<file path="src/logic/acb_pkg.sv">
// constants shared by the converter configuration register bank
package acb_pkg;
  localparam int NREG = 15;
  localparam int WORD_BITS = 16;
  localparam int ADDR_BITS = 8;
  localparam int SAMPLE_W = 12;
  localparam int RAMP_DIV = 4;

  // register indices into the bank
  localparam int IDX_CTRL = 0;
  localparam int IDX_SWING = 1;
  localparam int IDX_PERF1 = 2;
  localparam int IDX_GAIN = 3;
  localparam int IDX_DRV = 4;
  localparam int IDX_FMT = 5;
  localparam int IDX_UHI = 6;
  localparam int IDX_ULO = 7;
  localparam int IDX_IFC = 8;
  localparam int IDX_FALL = 9;
  localparam int IDX_PDN = 10;
  localparam int IDX_PERF2 = 11;
  localparam int IDX_PED = 12;
  localparam int IDX_OCL = 13;
  localparam int IDX_RATE = 14;

  // byte addresses, writable masks, fixed-one bits and reset values, index 0 rightmost
  localparam logic [NREG-1:0][7:0] REG_OFFS = {8'hDF, 8'hCF, 8'hBF, 8'h4A, 8'h43, 8'h42, 8'h41, 8'h40,
                                               8'h3F, 8'h3D, 8'h26, 8'h25, 8'h03, 8'h01, 8'h00};
  localparam logic [NREG-1:0][7:0] REG_MASK = {8'h30, 8'hBC, 8'hF0, 8'h01, 8'h53, 8'hC4, 8'hFF, 8'hFC,
                                               8'h3F, 8'hE0, 8'h03, 8'hF7, 8'h03, 8'hFC, 8'h01};
  localparam logic [NREG-1:0][7:0] REG_FIXED = {8'h00, 8'h00, 8'h00, 8'h00, 8'h00, 8'h08, 8'h00, 8'h00,
                                                8'h00, 8'h00, 8'h00, 8'h00, 8'h00, 8'h00, 8'h00};
  localparam logic [NREG-1:0][7:0] REG_RESET = {8'h00, 8'h00, 8'h00, 8'h00, 8'h00, 8'h08, 8'h00, 8'h00,
                                                8'h00, 8'h00, 8'h00, 8'h50, 8'h00, 8'h00, 8'h00};

  // field positions
  localparam int BIT_READOUT = 0;
  localparam int BIT_SOFT_RESET = 1;
  localparam int BIT_DATA_DOUBLE = 0;
  localparam int BIT_CLK_DOUBLE = 1;
  localparam int BIT_OFFSET_EN = 5;
  localparam int BIT_STANDBY = 2;
  localparam int BIT_DRIVER_OFF = 4;
  localparam int BIT_GLOBAL_PDN = 6;

  localparam logic [1:0] SWING_ON = 2'h3;
  localparam logic [1:0] FMT_PIN = 2'h0;
  localparam logic [1:0] FMT_TWOS = 2'h2;
  localparam logic [1:0] FMT_OFFSET = 2'h3;

  localparam logic [SAMPLE_W-1:0] TOGGLE_A = 12'h555;
  localparam logic [SAMPLE_W-1:0] TOGGLE_B = 12'hAAA;

  typedef enum logic [2:0] {
    CHK_NORMAL = 3'h0,
    CHK_ZEROS = 3'h1,
    CHK_ONES = 3'h2,
    CHK_TOGGLE = 3'h3,
    CHK_RAMP = 3'h4,
    CHK_USER = 3'h5,
    CHK_UNUSED6 = 3'h6,
    CHK_UNUSED7 = 3'h7
  } acb_check_type;
endpackage

</file>
<file path="src/logic/acb_ser_if.sv">
// carrier between the serial receiver and the register bank
`timescale 1ns/1ps
interface acb_ser_if;
  logic word_valid;
  logic addr_done;
  logic sclk_rise;
  logic active;
  logic [7:0] addr;
  logic [7:0] data;
  modport rx (output word_valid, output addr_done, output sclk_rise, output active, output addr, output data);
  modport bank (input word_valid, input addr_done, input sclk_rise, input active, input addr, input data);
endinterface

</file>
<file path="src/logic/acb_regbank.sv">
// converter configuration register bank with readback and output check patterns
`timescale 1ns/1ps
module acb_regbank #(
  parameter int DATA_W = acb_pkg::SAMPLE_W,
  parameter int BUF_DEPTH = 2
) (
  // clock, reset, enable
  input wire logic CORE_CLK,
  input wire logic RESETN,
  input wire logic CE,
  // serial configuration pins
  input wire logic SEN_N,
  input wire logic SCLK,
  input wire logic SDATA,
  input wire logic RESET_PIN,
  // converter side
  input wire logic SAMPLE_CLK,
  input wire logic [DATA_W-1:0] ADC_DATA,
  input wire logic OVERRANGE_IN,
  input wire logic FORMAT_INTERFACE_PIN,
  // shared over-range / readback pin
  output logic OVERRANGE_OR_SERIAL_OUT_PIN,
  // output word stream
  output logic [DATA_W-1:0] DATA_OUT,
  output logic OUT_VALID,
  input wire logic OUT_READY,
  // configuration to the analog and driver blocks
  output logic [5:0] SWING_CODE,
  output logic [1:0] PERFORMANCE_BOOST_FIRST,
  output logic PERFORMANCE_BOOST_SECOND,
  output logic [3:0] GAIN_CODE,
  output logic CLOCK_DRIVER_DOUBLE,
  output logic DATA_DRIVER_DOUBLE,
  output logic TWOS_COMPLEMENT,
  output logic OFFSET_LOOP_EN,
  output logic STANDBY,
  output logic GLOBAL_POWER_DOWN,
  output logic DATA_OE_N,
  output logic CLK_OE_N
);
  localparam int NREG = acb_pkg::NREG;
  // pointers wrap naturally, so the depth must be a power of two
  localparam int PW = $clog2(BUF_DEPTH);

  // readback sequencer, gray coded along idle, address, data
  typedef enum logic [1:0] {
    RB_IDLE = 2'b00,
    RB_ADDR = 2'b01,
    RB_DATA = 2'b11
  } acb_rb_type;

  typedef struct packed {
    logic [NREG-1:0][7:0] regs;
    acb_rb_type rb;
    logic [7:0] rd_sh;
    logic rd_first;
    logic [DATA_W-1:0] adc_s1;
    logic [DATA_W-1:0] adc_s2;
    logic [1:0] ovr_s;
    logic [1:0] fmt_s;
    logic [1:0] rst_s;
    logic [1:0] smp_s;
    logic smp_prev;
    logic [DATA_W-1:0] ramp;
    logic [1:0] div;
    logic tog;
    logic [BUF_DEPTH-1:0][DATA_W-1:0] fifo;
    logic [PW-1:0] wr_ptr;
    logic [PW-1:0] rd_ptr;
    logic [PW:0] count;
    logic twos;
  } acb_state_type;

  acb_state_type s_q, s_d;
  acb_ser_if ser ();

  acb_serial_rx u_rx (
    .clk(CORE_CLK),
    .rst_n(RESETN),
    .ce(CE),
    .sen_n(SEN_N),
    .sclk(SCLK),
    .sdata(SDATA),
    .ser(ser)
  );

  logic readout;
  logic smp_edge;
  logic push;
  logic pop;
  logic in_ready;
  logic [7:0] rd_byte;
  logic [DATA_W-1:0] user_word;
  logic [DATA_W-1:0] conv_word;
  logic [DATA_W-1:0] word;
  logic [NREG-1:0] hit;
  logic [NREG-1:0] wr_sel;
  logic [NREG-1:0][7:0] wr_val;
  logic soft_reset;
  logic hard_reset;
  logic swing_on;
  logic buf_full;
  logic [2:0] check_sel;
  logic [1:0] fmt_field;

  // address decode and write value, one per mapped register
  for (genvar gi = 0; gi < NREG; gi++) begin : g_dec
    assign hit[gi] = (ser.addr == acb_pkg::REG_OFFS[gi]);
    // reserved bits are dropped and fixed-one bits forced, whatever the controller sent
    assign wr_val[gi] = (ser.data & acb_pkg::REG_MASK[gi]) | acb_pkg::REG_FIXED[gi];
    // while readback is on only the control register accepts writes
    if (gi == acb_pkg::IDX_CTRL) begin : g_ctrl
      assign wr_sel[gi] = ser.word_valid & hit[gi];
    end else begin : g_other
      assign wr_sel[gi] = ser.word_valid & hit[gi] & ~readout;
    end
  end

  assign readout = s_q.regs[acb_pkg::IDX_CTRL][acb_pkg::BIT_READOUT];
  assign soft_reset = wr_sel[acb_pkg::IDX_CTRL] & ser.data[acb_pkg::BIT_SOFT_RESET];
  assign hard_reset = s_q.rst_s[1];
  assign smp_edge = s_q.smp_s[1] & ~s_q.smp_prev;
  assign check_sel = s_q.regs[acb_pkg::IDX_GAIN][2:0];
  assign fmt_field = s_q.regs[acb_pkg::IDX_FMT][7:6];
  assign user_word = DATA_W'({s_q.regs[acb_pkg::IDX_UHI][5:0], s_q.regs[acb_pkg::IDX_ULO][7:2]});

  assign buf_full = (s_q.count == (PW + 1)'(BUF_DEPTH));
  // a full buffer still takes the new word when a ready receiver frees a slot in the same cycle
  assign in_ready = ~buf_full | OUT_READY;
  assign push = smp_edge & in_ready;
  assign pop = (s_q.count != '0) & OUT_READY;

  // register zero cannot be read back and answers zero
  always_comb begin
    rd_byte = 8'h00;
    for (int i = 1; i < NREG; i++) begin
      if (hit[i]) begin
        rd_byte = s_q.regs[i];
      end
    end
  end

  // the converter core delivers offset binary; twos complement flips the top bit
  always_comb begin
    conv_word = s_q.adc_s2;
    if (s_q.twos) begin
      conv_word[DATA_W-1] = ~s_q.adc_s2[DATA_W-1];
    end
  end

  always_comb begin
    unique case (acb_pkg::acb_check_type'(check_sel))
      acb_pkg::CHK_NORMAL: begin
        word = conv_word;
      end
      acb_pkg::CHK_ZEROS: begin
        word = '0;
      end
      acb_pkg::CHK_ONES: begin
        word = '1;
      end
      acb_pkg::CHK_TOGGLE: begin
        word = s_q.tog ? DATA_W'(acb_pkg::TOGGLE_B) : DATA_W'(acb_pkg::TOGGLE_A);
      end
      acb_pkg::CHK_RAMP: begin
        word = s_q.ramp;
      end
      acb_pkg::CHK_USER: begin
        word = user_word;
      end
      acb_pkg::CHK_UNUSED6, acb_pkg::CHK_UNUSED7: begin
        word = conv_word;
      end
    endcase
  end

  always_comb begin
    s_d = s_q;
    // pins from outside the core clock domain pass two flip-flops
    s_d.ovr_s = {s_q.ovr_s[0], OVERRANGE_IN};
    s_d.fmt_s = {s_q.fmt_s[0], FORMAT_INTERFACE_PIN};
    s_d.rst_s = {s_q.rst_s[0], RESET_PIN};
    s_d.smp_s = {s_q.smp_s[0], SAMPLE_CLK};
    s_d.smp_prev = s_q.smp_s[1];
    // the converter word stands a whole sample period and is read only after the
    // synchronised sample edge, so a plain two-stage copy cannot tear it
    s_d.adc_s1 = ADC_DATA;
    s_d.adc_s2 = s_q.adc_s1;

    // every field of the addressed register is taken from the one word
    for (int i = 0; i < NREG; i++) begin
      if (wr_sel[i]) begin
        s_d.regs[i] = wr_val[i];
      end
    end
    // the reset bit is outside the writable mask, so it always reads back as zero
    if (soft_reset || hard_reset) begin
      s_d.regs = acb_pkg::REG_RESET;
    end

    // readback: load at the end of the address, show the top bit for the first
    // data rise, then move one bit on every later rise so it is sampled while high
    unique case (s_q.rb)
      RB_IDLE: begin
        if (ser.active && readout) begin
          s_d.rb = RB_ADDR;
        end
      end
      RB_ADDR: begin
        if (!ser.active) begin
          s_d.rb = RB_IDLE;
        end else if (ser.addr_done) begin
          s_d.rb = RB_DATA;
          s_d.rd_sh = rd_byte;
          s_d.rd_first = 1'b1;
        end
      end
      RB_DATA: begin
        if (!ser.active) begin
          s_d.rb = RB_IDLE;
        end else if (ser.word_valid) begin
          // further words within one enable pulse are read the same way
          s_d.rb = RB_ADDR;
        end else if (ser.sclk_rise) begin
          if (s_q.rd_first) begin
            s_d.rd_first = 1'b0;
          end else begin
            s_d.rd_sh = {s_q.rd_sh[6:0], 1'b0};
          end
        end
      end
      default: begin
        s_d.rb = RB_IDLE;
      end
    endcase

    // pattern generators step on the synchronised sample clock edge
    if (smp_edge) begin
      s_d.tog = ~s_q.tog;
      if (check_sel == 3'(acb_pkg::CHK_RAMP)) begin
        s_d.div = s_q.div + 2'h1;
        if (s_q.div == 2'(acb_pkg::RAMP_DIV - 1)) begin
          // wraps from 4095 back to zero
          s_d.ramp = s_q.ramp + DATA_W'(1);
        end
      end else begin
        // leaving ramp mode restarts the ramp from code zero
        s_d.div = 2'h0;
        s_d.ramp = '0;
      end
    end

    unique case (fmt_field)
      acb_pkg::FMT_TWOS: begin
        s_d.twos = 1'b1;
      end
      acb_pkg::FMT_OFFSET: begin
        s_d.twos = 1'b0;
      end
      default: begin
        // a low format pin selects twos complement; 01 is not a legal code
        s_d.twos = ~s_q.fmt_s[1];
      end
    endcase

    // two-entry buffer: a word that finds it full while the receiver is stalled is lost, the converter cannot stall
    if (push) begin
      s_d.fifo[s_q.wr_ptr] = word;
      s_d.wr_ptr = s_q.wr_ptr + PW'(1);
    end
    if (pop) begin
      s_d.rd_ptr = s_q.rd_ptr + PW'(1);
    end
    unique case ({push, pop})
      2'b10: s_d.count = s_q.count + (PW + 1)'(1);
      2'b01: s_d.count = s_q.count - (PW + 1)'(1);
      2'b00, 2'b11: s_d.count = s_q.count;
    endcase
  end

  always_ff @(posedge CORE_CLK or negedge RESETN) begin
    if (!RESETN) begin
      s_q <= '{
        regs: acb_pkg::REG_RESET,
        rb: RB_IDLE,
        twos: 1'b1,
        default: '0
      };
    end else if (CE) begin
      s_q <= s_d;
    end
  end

  // output word stream
  assign OUT_VALID = (s_q.count != '0);
  assign DATA_OUT = s_q.fifo[s_q.rd_ptr];

  // shared pin
  assign OVERRANGE_OR_SERIAL_OUT_PIN = readout ? s_q.rd_sh[7] : s_q.ovr_s[1];

  // amplitude and performance
  assign swing_on = (s_q.regs[acb_pkg::IDX_PDN][1:0] == acb_pkg::SWING_ON);
  assign SWING_CODE = swing_on ? s_q.regs[acb_pkg::IDX_SWING][7:2] : 6'h00;
  assign PERFORMANCE_BOOST_FIRST = s_q.regs[acb_pkg::IDX_PERF1][1:0];
  assign PERFORMANCE_BOOST_SECOND = s_q.regs[acb_pkg::IDX_PERF2][0];
  // forbidden gain codes are passed on unchanged
  assign GAIN_CODE = s_q.regs[acb_pkg::IDX_GAIN][7:4];

  // drivers and format
  assign CLOCK_DRIVER_DOUBLE = s_q.regs[acb_pkg::IDX_DRV][acb_pkg::BIT_CLK_DOUBLE];
  assign DATA_DRIVER_DOUBLE = s_q.regs[acb_pkg::IDX_DRV][acb_pkg::BIT_DATA_DOUBLE];
  assign TWOS_COMPLEMENT = s_q.twos;
  assign OFFSET_LOOP_EN = s_q.regs[acb_pkg::IDX_FMT][acb_pkg::BIT_OFFSET_EN];

  // power control; output enables are low while the drivers run
  assign STANDBY = s_q.regs[acb_pkg::IDX_FALL][acb_pkg::BIT_STANDBY];
  assign GLOBAL_POWER_DOWN = s_q.regs[acb_pkg::IDX_PDN][acb_pkg::BIT_GLOBAL_PDN];
  assign DATA_OE_N = s_q.regs[acb_pkg::IDX_PDN][acb_pkg::BIT_DRIVER_OFF];
  assign CLK_OE_N = s_q.regs[acb_pkg::IDX_PDN][acb_pkg::BIT_DRIVER_OFF];
endmodule

</file>
<file path="src/logic/acb_serial_rx.sv">
// three-wire serial write receiver, oversampled on the core clock
`timescale 1ns/1ps
module acb_serial_rx (
  // clock and reset
  input wire logic clk,
  input wire logic rst_n,
  input wire logic ce,
  // serial pins
  input wire logic sen_n,
  input wire logic sclk,
  input wire logic sdata,
  // decoded words
  acb_ser_if.rx ser
);
  typedef struct packed {
    logic [1:0] sen_s;
    logic [1:0] sclk_s;
    logic [1:0] sda_s;
    logic sclk_prev;
    logic [3:0] cnt;
    logic [15:0] sh;
    logic word_valid;
    logic addr_done;
    logic sclk_rise;
  } acb_rx_type;

  acb_rx_type s_q, s_d;
  logic fall;
  logic rise;
  logic [15:0] sh_next;

  assign fall = s_q.sclk_prev & ~s_q.sclk_s[1];
  assign rise = ~s_q.sclk_prev & s_q.sclk_s[1];
  assign sh_next = {s_q.sh[14:0], s_q.sda_s[1]};

  always_comb begin
    s_d = s_q;
    s_d.sen_s = {s_q.sen_s[0], sen_n};
    s_d.sclk_s = {s_q.sclk_s[0], sclk};
    s_d.sda_s = {s_q.sda_s[0], sdata};
    s_d.sclk_prev = s_q.sclk_s[1];
    s_d.word_valid = 1'b0;
    s_d.addr_done = 1'b0;
    s_d.sclk_rise = rise & ~s_q.sen_s[1];
    if (s_q.sen_s[1]) begin
      // a partial word is dropped when the enable goes high
      s_d.cnt = 4'h0;
    end else if (fall) begin
      s_d.sh = sh_next;
      s_d.cnt = s_q.cnt + 4'h1;
      s_d.addr_done = (s_q.cnt == 4'(acb_pkg::ADDR_BITS - 1));
      s_d.word_valid = (s_q.cnt == 4'(acb_pkg::WORD_BITS - 1));
    end
  end

  always_ff @(posedge clk or negedge rst_n) begin
    if (!rst_n) begin
      s_q <= '{sen_s: 2'h3, default: '0};
    end else if (ce) begin
      s_q <= s_d;
    end
  end

  assign ser.word_valid = s_q.word_valid;
  assign ser.addr_done = s_q.addr_done;
  assign ser.sclk_rise = s_q.sclk_rise;
  assign ser.active = ~s_q.sen_s[1];
  assign ser.addr = ser.word_valid ? s_q.sh[15:8] : s_q.sh[7:0];
  assign ser.data = s_q.sh[7:0];
endmodule

</file>
<file path="config.mk">
export PLATFORM = sky130hd
export DESIGN_NAME = acb_regbank
export DESIGN_NICKNAME = d
export VERILOG_FILES = /design/src/logic/acb_pkg.sv /design/src/logic/acb_ser_if.sv /design/src/logic/acb_regbank.sv /design/src/logic/acb_serial_rx.sv
export SDC_FILE = /design/constraint.sdc
export NUM_CORES = 1
export LEC_CHECK = 0
export CELL_PAD_IN_SITES_DETAIL_PLACEMENT = 1
export CELL_PAD_IN_SITES_GLOBAL_PLACEMENT = 1
export CORE_UTILIZATION = 45
export CTS_CLUSTER_DIAMETER = 40
export DETAILED_ROUTE_END_ITERATION = 8
export DONT_BUFFER_PORTS = 1
export GPL_TIMING_DRIVEN = 0
export PLACE_DENSITY_LB_ADDON = 0.1
export SYNTH_ARGS = -nofsm -noshare
export SYNTH_HDL_FRONTEND = slang
export SYNTH_HIERARCHICAL = 1
export SYNTH_SLANG_ARGS = --single-unit
</file>
<file path="constraint.sdc">
create_clock -name CORE_CLK -period 3.05 [get_ports CORE_CLK]
set_input_delay 0.305 -clock CORE_CLK [delete_from_list [all_inputs] [get_ports CORE_CLK]]
set_output_delay 0.305 -clock CORE_CLK [all_outputs]
set_load 0.02 [all_outputs]
</file>
After elaboration in Yosys (flattened, before gate mapping) --
Cells that the tools add are included.
Storage, ports and cells: register bits after elaboration 231, latch bits 0, memory bits (writable) 0, memory bits (read-only) 0, bits of input ports 23, output and inout bits 35, word-level logic and storage cells 255, memories kept 0
Operators by class: add/subtract/negate cells 7, multipliers 0, div/mod/pow operators 0, magnitude comparators 3, equality and inequality tests 43, shift-type cells 0, multiplexer cells 60, bitwise gates (word level) 47, reduce and logical (&&, ||, !) cells 52
Operators with widths (number):
- $mux 8 | 31
- $mux 120 | 1
- $pmux 12 s6 | 1
- $mux 12 | 5
- $eq 8x7->1 const B | 5
- $reduce_and 2->1 | 20
- $and 1x1->1 | 36
- $mux 9 | 4
- $reduce_bool 2->1 | 18
- $eq 8x6->1 const B | 4
- $bwmux 24 | 1
- $eq 8x8->1 const B | 3
- $mux 22 | 1
- $pmux 9 s2 | 1
- $eq 2x2->1 const B | 8
- $mux 14 | 1
- $add 12x1->12 const B | 1
- $demux 12 s1 | 1
- $eq 3x3->1 const B | 4
- $mux 11 | 1
- $mux 2 | 5
- $ne 2x2->1 const B | 5
- $not 1->1 | 10
- $eq 8x1->1 const B | 1
- 32 further kinds | 44

Longest topological paths before layout --
Gate-level depths: netlist of the first run.
word-level depth 19, mapped depth 10, gate-level depth less buffers 6

By module --
The synthesis of the first run kept the hierarchy.
By module, submodules not included:
- acb_regbank | instances 1, cells an instance 798, area an instance 7543.5 um2, seq. area each 3707.3 um2
- acb_serial_rx | instances 1, cells an instance 107, area an instance 1432.6 um2, seq. area each 753.2 um2

Worst setup path after synthesis of the first run --
Ideal clock, no wire load.
path kind register to register, start register u_rx.s_q (netlist bit u_rx/ser.word_valid), end register s_q (netlist bit PERFORMANCE_BOOST_FIRST[0]), data arrival time 2.744 ns, setup slack 0.184 ns, cell stages (with the launch flop) 10, buffers on the path 4, cell sequence dfrtp_1 > clkbuf_1 > mux2_2 > buf_2 > or4_1 > clkbuf_1 > o41ai_4 > buf_4 > o21ai_1 > a32o_1
On the way: cells in the longest elaborated chain, start to end 7
Ends and longest elaborated chain:
- start, declared | RTL line acb_serial_rx.sv:27 | acb_rx_type s_q, s_d;
- start signal, assigned | RTL line acb_serial_rx.sv:58 | s_q <= '{sen_s: 2'h3, default: '0};
- start signal, assigned | RTL line acb_serial_rx.sv:60 | s_q <= s_d;
- $mux 8 (*) | RTL line acb_serial_rx.sv:68 | assign ser.addr = ser.word_valid ? s_q.sh[15:8] : s_q.sh[7:0];
- net ser.addr[5] | RTL line acb_ser_if.sv:8 | logic [7:0] addr;
- $logic_not 8->1 | RTL line acb_regbank.sv:108 | assign hit[gi] = (ser.addr == acb_pkg::REG_OFFS[gi]);
- $and 1x1->1 | RTL line acb_regbank.sv:113 | assign wr_sel[gi] = ser.word_valid & hit[gi];
- $and 1x1->1 | RTL line acb_regbank.sv:120 | assign soft_reset = wr_sel[acb_pkg::IDX_CTRL] & ser.data[acb_pkg::BIT_SOFT_RESET];
- $logic_or 1x1->1 | RTL line acb_regbank.sv:197 | if (soft_reset || hard_reset) begin
- $reduce_bool 2->1 (no source line)
- $reduce_and 2->1 (no source line)
- end signal, assigned | RTL line acb_regbank.sv:283 | s_q <= '{
- end, declared | RTL line acb_regbank.sv:74 | acb_state_type s_q, s_d;
Mark *: on every way through the listed nets, which the timed path passes. The rest lies on a longest branch. A chain may end at the register's enable or synchronous reset.

Final worst setup path of the first run --
start register u_rx.s_q (netlist bit u_rx/ser.word_valid), end register s_q[166] in the netlist's numbering
The elaborated chain is that of the path after synthesis.

==> metrics.md, run 1 <==
| Metric | Value |
|---|---|
| Status | `finished with violations` |
| Failing checks | `negative hold slack` |
| First-pass GRT wire length | `45.24 mm` |
| Cells on worst reg2reg path | `9` |
| TritonCTS clock tree | `done` |
| Layout cells sized above 1 | `19.72%` |
| Iter 0 DRT Violations | `393` |
| Crit path arrival time | `3.15 ns` |
| Worst skew pair latency | `0.44 ns` |
| Distinct cells, synth | `64` |
| Antenna Cells | `0` |
| Syn Inst Count | `905` |
| Element type at the critical path start | `register` |
| Syn Area/Cell | `9.918 um2` |
| Async SR Flop Fraction | `100.0%` |
| Antenna Violating Nets Remaining | `0` |
| Final Max Slew Viols | `0` |
| Worst Max-Slew Pin Slew | `1.045 ns` |
| Post-synth EDFFs | `0` |
| Number of global-route vias before repair | `7537` |
| Site row count | `51` |
| Top FF cell, synth | `dfrtp_1` |
| Worst hold path class | `input pin to async pin` |
| FMAX | `351.2 MHz` |
| Reg-to-reg endpoint | `s_q[166]$_DFFE_PN0P_` |
| R2R setup slack | `0.20 ns` |
| Average wire per standard cell | `24.19 um` |
| Die W | `143.2 um` |
| GR Util met3 | `5.399%` |
| Largest net degree at the start of global routing | `179` |
| Post-synth top area share | `48.23%` |
| Peak supply drop | `0.3939 mV` |
| DIE AREA | `20520 um2` |
| Nets | `952` |
| Die height | `143.2 um` |
| DP Wirelength | `21.35 mm` |
| Initial Util | `45.97%` |
| Vias | `7247` |
| CTS root buf | `clkbuf_16` |
| IO Count | `58` |
| FF+latch count, synth | `178` |
| Syn-to-layout area delta | `11.79%` |
| Worst Setup End Kind | `register` |
| H-Tree Depth | `4` |
| Final setup vio count | `0` |
| Period Utilization, post-route | `93.35%` |
| Core area | `19530 um2` |
| Clock tree buffer depth | `2` |
| Largest area contributor in the netlist | `dfrtp_1` |
| Post-Route Skew | `0.01290 ns` |
| Reg2reg start | `u_rx/ser.word_valid$_DFFE_PN0P_` |
| Top post-synthesis cells by area | `dfrtp_1 48%, mux2_2 8.9%, o21ai_0 5.2%` |
| Max-cap violation count | `0` |
| GRT Max-Usage Layer | `met2` |
| Pwr dens | `775.6 nW/um2` |
| Post-synthesis cell area | `8976 um2` |
| Clk sinks | `178` |
| # DRC | `0` |
| Initial antenna violation count | `0` |
| Total GRT Usage | `29.96%` |
| Total grt overflow | `0` |
| Worst-path clk slew | `0.07 ns` |
| Vias per inst | `6.024` |
| Slew HR | `29.67%` |
| Placed cell count | `1170` |
| RePlAce Congestion | `0.9063` |
| Met2 Use GR | `52.79%` |
| Routed wire length | `29.10 mm` |
| Final Critical Period | `2.847 ns` |
| Fin. Hold Viols | `178` |
| Final total power | `7.783 mW` |
| Crit path max fanout | `10` |
| Synth Warn # | `6` |
| Seq/Total Area, Yosys | `49.69%` |
| Crit Path Class | `register to register` |
| M1 GR Usage | `36.78%` |
| Hold_ws | `-0.4453 ns` |
| Syn nets | `932` |
| RSZ-0062 raised after global routing | `false` |
| P_leak | `4.160 nW` |
| Worst endpoint required time | `3.35 ns` |
| CTS Buf Count | `17` |
| DR pass1 iterations | `5` |
| Final cell count without fillers | `1203` |
| Port Buf Inserts | `0` |
worst max-delay path: stages, from the launching register on:
cell and delay [ns]:
dfrtp_2 0.36, clkbuf_8 0.16, mux2_2 0.44, or3b_2 0.55, o41ai_4 0.29, buf_4 0.23, buf_4 0.22, o21ai_0 0.19
nand2_1 0.15, o21ai_0 0.11
state kept, by name (all words and copies together) (netlist names), 2 cells and up:
register	count
s_q	99
fmt_field	2
GAIN_CODE	4
u_rx/ser.data	8
s_d	17
check_sel	3
u_rx/s_d	4
u_rx/s_q	15
conv_word	11
PERFORMANCE_BOOST_FIRST	2
report_power, final:
part | switching (mW) | total (mW) | internal, mW
Combinational | 1.64 | 2.52 | 0.883
Clock | 1.02 | 2.17 | 1.15
Sequential | 0.338 | 3.09 | 2.75
Total | 3.00 | 7.78 | 4.78
cells by family (layout without fill, tap and decap cells):
group,after synthesis,count (layout),share of synthesized area (%)
mux,94,94,11.97
xor+xnor,13,13,1.268
compound gates,232,232,15.84
flops,178,178,49.69
fa+ha+maj,4,4,0.5576
buf+inv,88,121,4.684
simple gates,296,296,15.99
layout by cell type (no fill, tap or decap), types with 7 or more instances in the layout:
cell,instances
nand4_1,8
nand2_1,109
nor2_1,61
clkbuf_1,25
buf_4,20
mux2i_1,14
clkbuf_16,17
dfrtp_1,172
mux2_2,71
and3_1,13
a21oi_1,57
mux2_4,9
o22ai_1,11
nor4_1,7
xnor2_1,7
a22o_1,9
nor3_1,15
inv_1,25
a32o_1,12
nand2b_1,11
o21ai_0,91
nand3_1,13
worst max-delay path by stage:
| stage | from | end | depth (start not counted) |
|---|---|---|---|
| finish | u_rx/ser.word_valid$_DFFE_PN0P_ | s_q[166]$_DFFE_PN0P_ | 9 |
| global route | u_rx/ser.word_valid$_DFFE_PN0P_ | s_q[166]$_DFFE_PN0P_ | 9 |
| CTS | u_rx/ser.word_valid$_DFFE_PN0P_ | s_q[158]$_DFFE_PN0P_ | 9 |
| detailed placement | u_rx/ser.word_valid$_DFFE_PN0P_ | s_q[79]$_DFFE_PN0P_ | 9 |
| global placement | u_rx/ser.word_valid$_DFFE_PN0P_ | s_q[84]$_DFFE_PN0P_ | 9 |
| floorplan | u_rx/ser.word_valid$_DFFE_PN0P_ | PERFORMANCE_BOOST_FIRST[0]$_DFFE_PN0P_ | 9 |
cell type report:
| type | count | area, um2 |
|---|---|---|
| buffer | 59 | 329.1 |
| sequential | 178 | 4462 |
| multi-input combinational | 639 | 4208 |
| tap | 265 | 331.6 |
| timing repair buffer | 5 | 40.04 |
| fill | 2198 | 9492 |
| clock buffer | 17 | 425.4 |
| clock inverter | 15 | 145.1 |
| inverter | 25 | 93.84 |
timing repair:
action,CTS,global route
pin swaps,1,1
setup buffers,2,2
gates resized for setup,16,28
endpoints found under the setup margin,68,65
hold endpoints to repair,178,179
metal layers:
metal  vias up  share of wire, %
met4         0               2.9
li1       3266                 -
met2       205                50
met5         -                 0
met3        58               4.8
met1      3718                42
synth_stat cells (4+ instances only):
cell type,instances
and2_1,4
buf_1,4
nand3_1,13
dfrtp_1,173
nand2_1,110
mux2_4,9
mux2_2,71
a2111oi_0,5
buf_2,5
o31ai_1,4
xnor2_1,7
nor2b_1,6
nor4_1,11
dfstp_2,5
inv_1,25
or2_2,4
o21ai_0,94
o21ai_1,4
mux2i_1,14
nand2b_1,11
and3_1,13
xor2_1,6
a22oi_1,5
or3_1,7
a32o_1,12
nand3b_1,4
a21oi_1,57
nor2_1,65
a22o_1,9
o22ai_1,11
ha_1,4
buf_4,16
nand4_1,8
a31oi_1,6
nor3_1,20
clkbuf_1,36
per-stage QoR:
| step | hold WS (ns) | utilization [%] | area [um2] | TNS [ns] | setup WS [ns] |
|---|---|---|---|---|---|
| floorplan | 0.009409 | - | 8976 | 0 | 0.1842 |
| global placement | 0.01325 | 47.67 | 9308 | -31.27 | -0.6180 |
| detailed placement | 0.01371 | 47.67 | 9308 | -31.43 | -0.7433 |
| CTS | -0.4528 | 50.88 | 9935 | 0 | 0.004305 |
| global route | -0.4630 | 51.39 | 10030 | 0 | 0.1187 |
| finish | -0.4453 | 51.39 | 10030 | 0 | 0.2028 |
Power figures use the tool's default switching activity.
==> inputs of run 2 (changes only) <==
==> constraint.sdc (replaced) <==
create_clock -name CORE_CLK -period 2.6 [get_ports CORE_CLK]
set_input_delay 0.26 -clock CORE_CLK [delete_from_list [all_inputs] [get_ports CORE_CLK]]
set_output_delay 0.26 -clock CORE_CLK [all_outputs]
set_load 0.02 [all_outputs]
==> run 2 against run 1 <==
The run ends with negative hold slack, negative setup slack left. Setup slack worse by 0.25 ns. Combinational power increased by 30%. Register-to-register slack worse by 0.25 ns. Critical endpoint is now s_q[137]$_DFFE_PN0P_. Largest cell class unchanged. Die area did not move. Routed wire length increased by 1.4%. Clock power increased by 20%. Non-clock buffer count is 40 higher.
==> metrics.md, run 2 (synthesis results as in run 1) <==
| Metric | Value |
|---|---|
| Sequential Area | `4462 um2 (unchanged)` |
| Worst Setup End Kind | `register (unchanged)` |
| Peak supply drop | `0.4733 mV (was 0.3939 mV)` |
| # DRC | `0 (unchanged)` |
| Fin. Hold Viols | `178 (unchanged)` |
| Crit path max fanout | `8 (was 10)` |
| Worst skew pair latency | `0.44 ns (about the same)` |
| Syn-to-layout area delta | `19.00% (was 11.79%)` |
| Total GRT Usage | `30.46% (was 29.96%)` |
| Clk sinks | `178 (unchanged)` |
| Worst hold path class | `input pin to async pin (unchanged)` |
| Final Critical Period | `2.649 ns (was 2.847 ns)` |
| Post-Route Skew | `0.01444 ns (was 0.01290 ns)` |
| Status | `finished with violations (unchanged)` |
| Crit path arrival time | `2.96 ns (was 3.15 ns)` |
| FMAX | `377.5 MHz (was 351.2 MHz)` |
| DP Wirelength | `21.36 mm (was 21.35 mm)` |
| Final setup vio count | `7 (was 0)` |
| Setup WS post-layout | `-0.04886 ns (was 0.2028 ns)` |
| Element type at the critical path start | `register (unchanged)` |
| Worst endpoint required time | `2.91 ns (was 3.35 ns)` |
| Placed cell count | `1170 (unchanged)` |
| Final Core Density | `54.70% (was 51.39%)` |
| Core area | `19530 um2 (unchanged)` |
| IO Count | `58 (unchanged)` |
| Average wire per standard cell | `23.74 um (was 24.19 um)` |
| Hold_ws | `-0.4882 ns (was -0.4453 ns)` |
| Worst-path clk slew | `0.07 ns (about the same)` |
| Multi-input logic area | `4439 um2 (was 4208 um2)` |
| Fillers | `2196 (was 2198)` |
| Layout cells sized above 1 | `23.62% (was 19.72%)` |
| DR pass1 iterations | `5 (unchanged)` |
| CTS Buf Count | `17 (unchanged)` |
| CP Launch Point | `u_rx/ser.word_valid$_DFFE_PN0P_ (unchanged)` |
| Commonest cells after routing, fill and taps aside | `172 x dfrtp_1, 104 x nand2_1, 75 x o21ai_0, 67 x mux2_2, 58 x nor2_1 (was 172 x dfrtp_1, 109 x nand2_1, 91 x o21ai_0, 71 x mux2_2, 61 x nor2_1)` |
| H-Tree Depth | `4 (unchanged)` |
| Largest register by flop count | `s_q (unchanged)` |
| P_leak | `4.454 nW (was 4.160 nW)` |
| Iter 0 DRT Violations | `481 (was 393)` |
| Final cell count without fillers | `1243 (was 1203)` |
| Final Max Slew Viols | `0 (unchanged)` |
| Worst Max-Slew Pin Slew | `0.7955 ns (was 1.045 ns)` |
| Routed wire length | `29.51 mm (was 29.10 mm)` |
| Largest net degree at the start of global routing | `179 (unchanged)` |
| Final total power | `9.501 mW (was 7.783 mW)` |
| Cells on worst reg2reg path | `9 (unchanged)` |
| TNS Setup | `-0.2104 ns (was 0 ns)` |
| Number of global-route vias before repair | `7842 (was 7537)` |
| RePlAce Congestion | `0.9212 (was 0.9063)` |
| Total grt overflow | `0 (unchanged)` |
| Largest register FFs | `99 (unchanged)` |
| Clock tree buffer depth | `2 (unchanged)` |
| Reg2reg start | `u_rx/ser.word_valid$_DFFE_PN0P_ (unchanged)` |
| CTS root buf | `clkbuf_16 (unchanged)` |
| Initial antenna violation count | `0 (unchanged)` |
| Initial Util | `45.97% (unchanged)` |
| Site row count | `51 (unchanged)` |
| Crit Path Class | `register to register (unchanged)` |
| Cts hold-fix bufs | `19` |
| First-pass GRT wire length | `46.20 mm (was 45.24 mm)` |
| RSZ-0062 raised after global routing | `true (was false)` |
| Antenna Cells | `0 (unchanged)` |
| Die W | `143.2 um (unchanged)` |
| Die height | `143.2 um (unchanged)` |
| Commonest non-fill, non-tap cell in the layout | `dfrtp_1 (unchanged)` |
| Nets | `992 (was 952)` |
| Antenna Violating Nets Remaining | `0 (unchanged)` |
| Max-cap violation count | `0 (unchanged)` |
| Vias per inst | `5.920 (was 6.024)` |
| Failing checks | `negative hold slack, negative setup slack (was negative hold slack)` |
| DIE AREA | `20520 um2 (unchanged)` |
| Vias | `7359 (was 7247)` |
| TritonCTS clock tree | `done (unchanged)` |
| Pwr dens | `889.4 nW/um2 (was 775.6 nW/um2)` |
| Port Buf Inserts | `0 (unchanged)` |
| Slew HR | `46.97% (was 29.67%)` |
| Period Utilization, post-route | `101.9% (was 93.35%)` |
## run 2: cell count changes in the layout (fill, tap and decap cells not counted), sizes merged
| cell | previous run | this run |
|---|---|---|
| inv | 33 | 30 |
| clkinv | 2 | 3 |
| clkbuf | 48 | 51 |
| dlygate4sd3 | 1 | 19 |
| buf | 32 | 55 |
| clkinvlp | 4 | 2 |
## run 2: path summary, 6_finish.rpt
| kind | endpoint | slack, ns |
|---|---|---|
| setup / recovery | s_q[137]$_DFFE_PN0P_ | -0.05 |
| hold / removal | s_q[18]$_DFFE_PN0P_ | -0.49 |
| setup reg to reg | s_q[137]$_DFFE_PN0P_ | -0.05 |
| hold reg to reg | s_q[25]$_DFFE_PN0P_ | 0.48 |
| max in group asynchronous | GAIN_CODE[0]$_DFFE_PN1P_ | 2.83 |
| min in group CORE_CLK | u_rx/s_q[22]$_DFFE_PN0P_ | 0.11 |
## run 2: repair_timing
item | 4_1_cts | 5_1_grt
gates cloned | 1 | 0
setup endpoints to repair | 68 | 71
setup buffers | 13 | 14
pin swaps | 9 | 17
gates resized for setup | 76 | 40
hold endpoints to repair | 197 | 178
## run 2: metal layers
metal / vias to the layer above / part of all wire [%] / global-route usage, % / wire length (um)
li1: 3362 / - / - / -
met1: 3770 / 42 / 37.74 / 12470
met2: 175 / 50 / 52.58 / 14800
met3: 52 / 4.0 / 5.466 / 1169
met4: 0 / 3.6 / 11.98 / 1072
met5: - / 0 / 0 / 0
## run 2: final cells by class
type	instances	area share, %
Clock buffer	21	4.404
Tap cell	265	3.104
Inverter	25	0.8785
Clock inverter	11	1.101
Multi-Input combinational cell	639	41.56
Sequential cell	178	41.77
Buffer	57	3.174
Timing Repair Buffer	47	4.006
## run 2: critical path: stages, from the launching register on
cell	delay, ns
dfrtp_2	0.44
buf_6	0.13
buf_6	0.11
mux2_4	0.35
or3b_4	0.45
o41ai_4	0.34
buf_6	0.19
buf_6	0.11
o21ai_4	0.08
mux2_4	0.33
## run 2: power by group
group | total [mW] | switching (mW) | internal [mW]
registers | 3.63 | 0.400 | 3.23
logic | 3.27 | 2.03 | 1.24
clock network | 2.60 | 1.17 | 1.42
## run 2: through the flow
step	worst slack [ns]	instance area, um2
2_1_floorplan	-0.001928	8990
3_3_place_gp	-0.7977	9321
3_5_place_dp	-0.8366	9321
4_1_cts	-0.1220	10450
5_1_grt	-0.1216	10680
6_report	-0.04886	10680
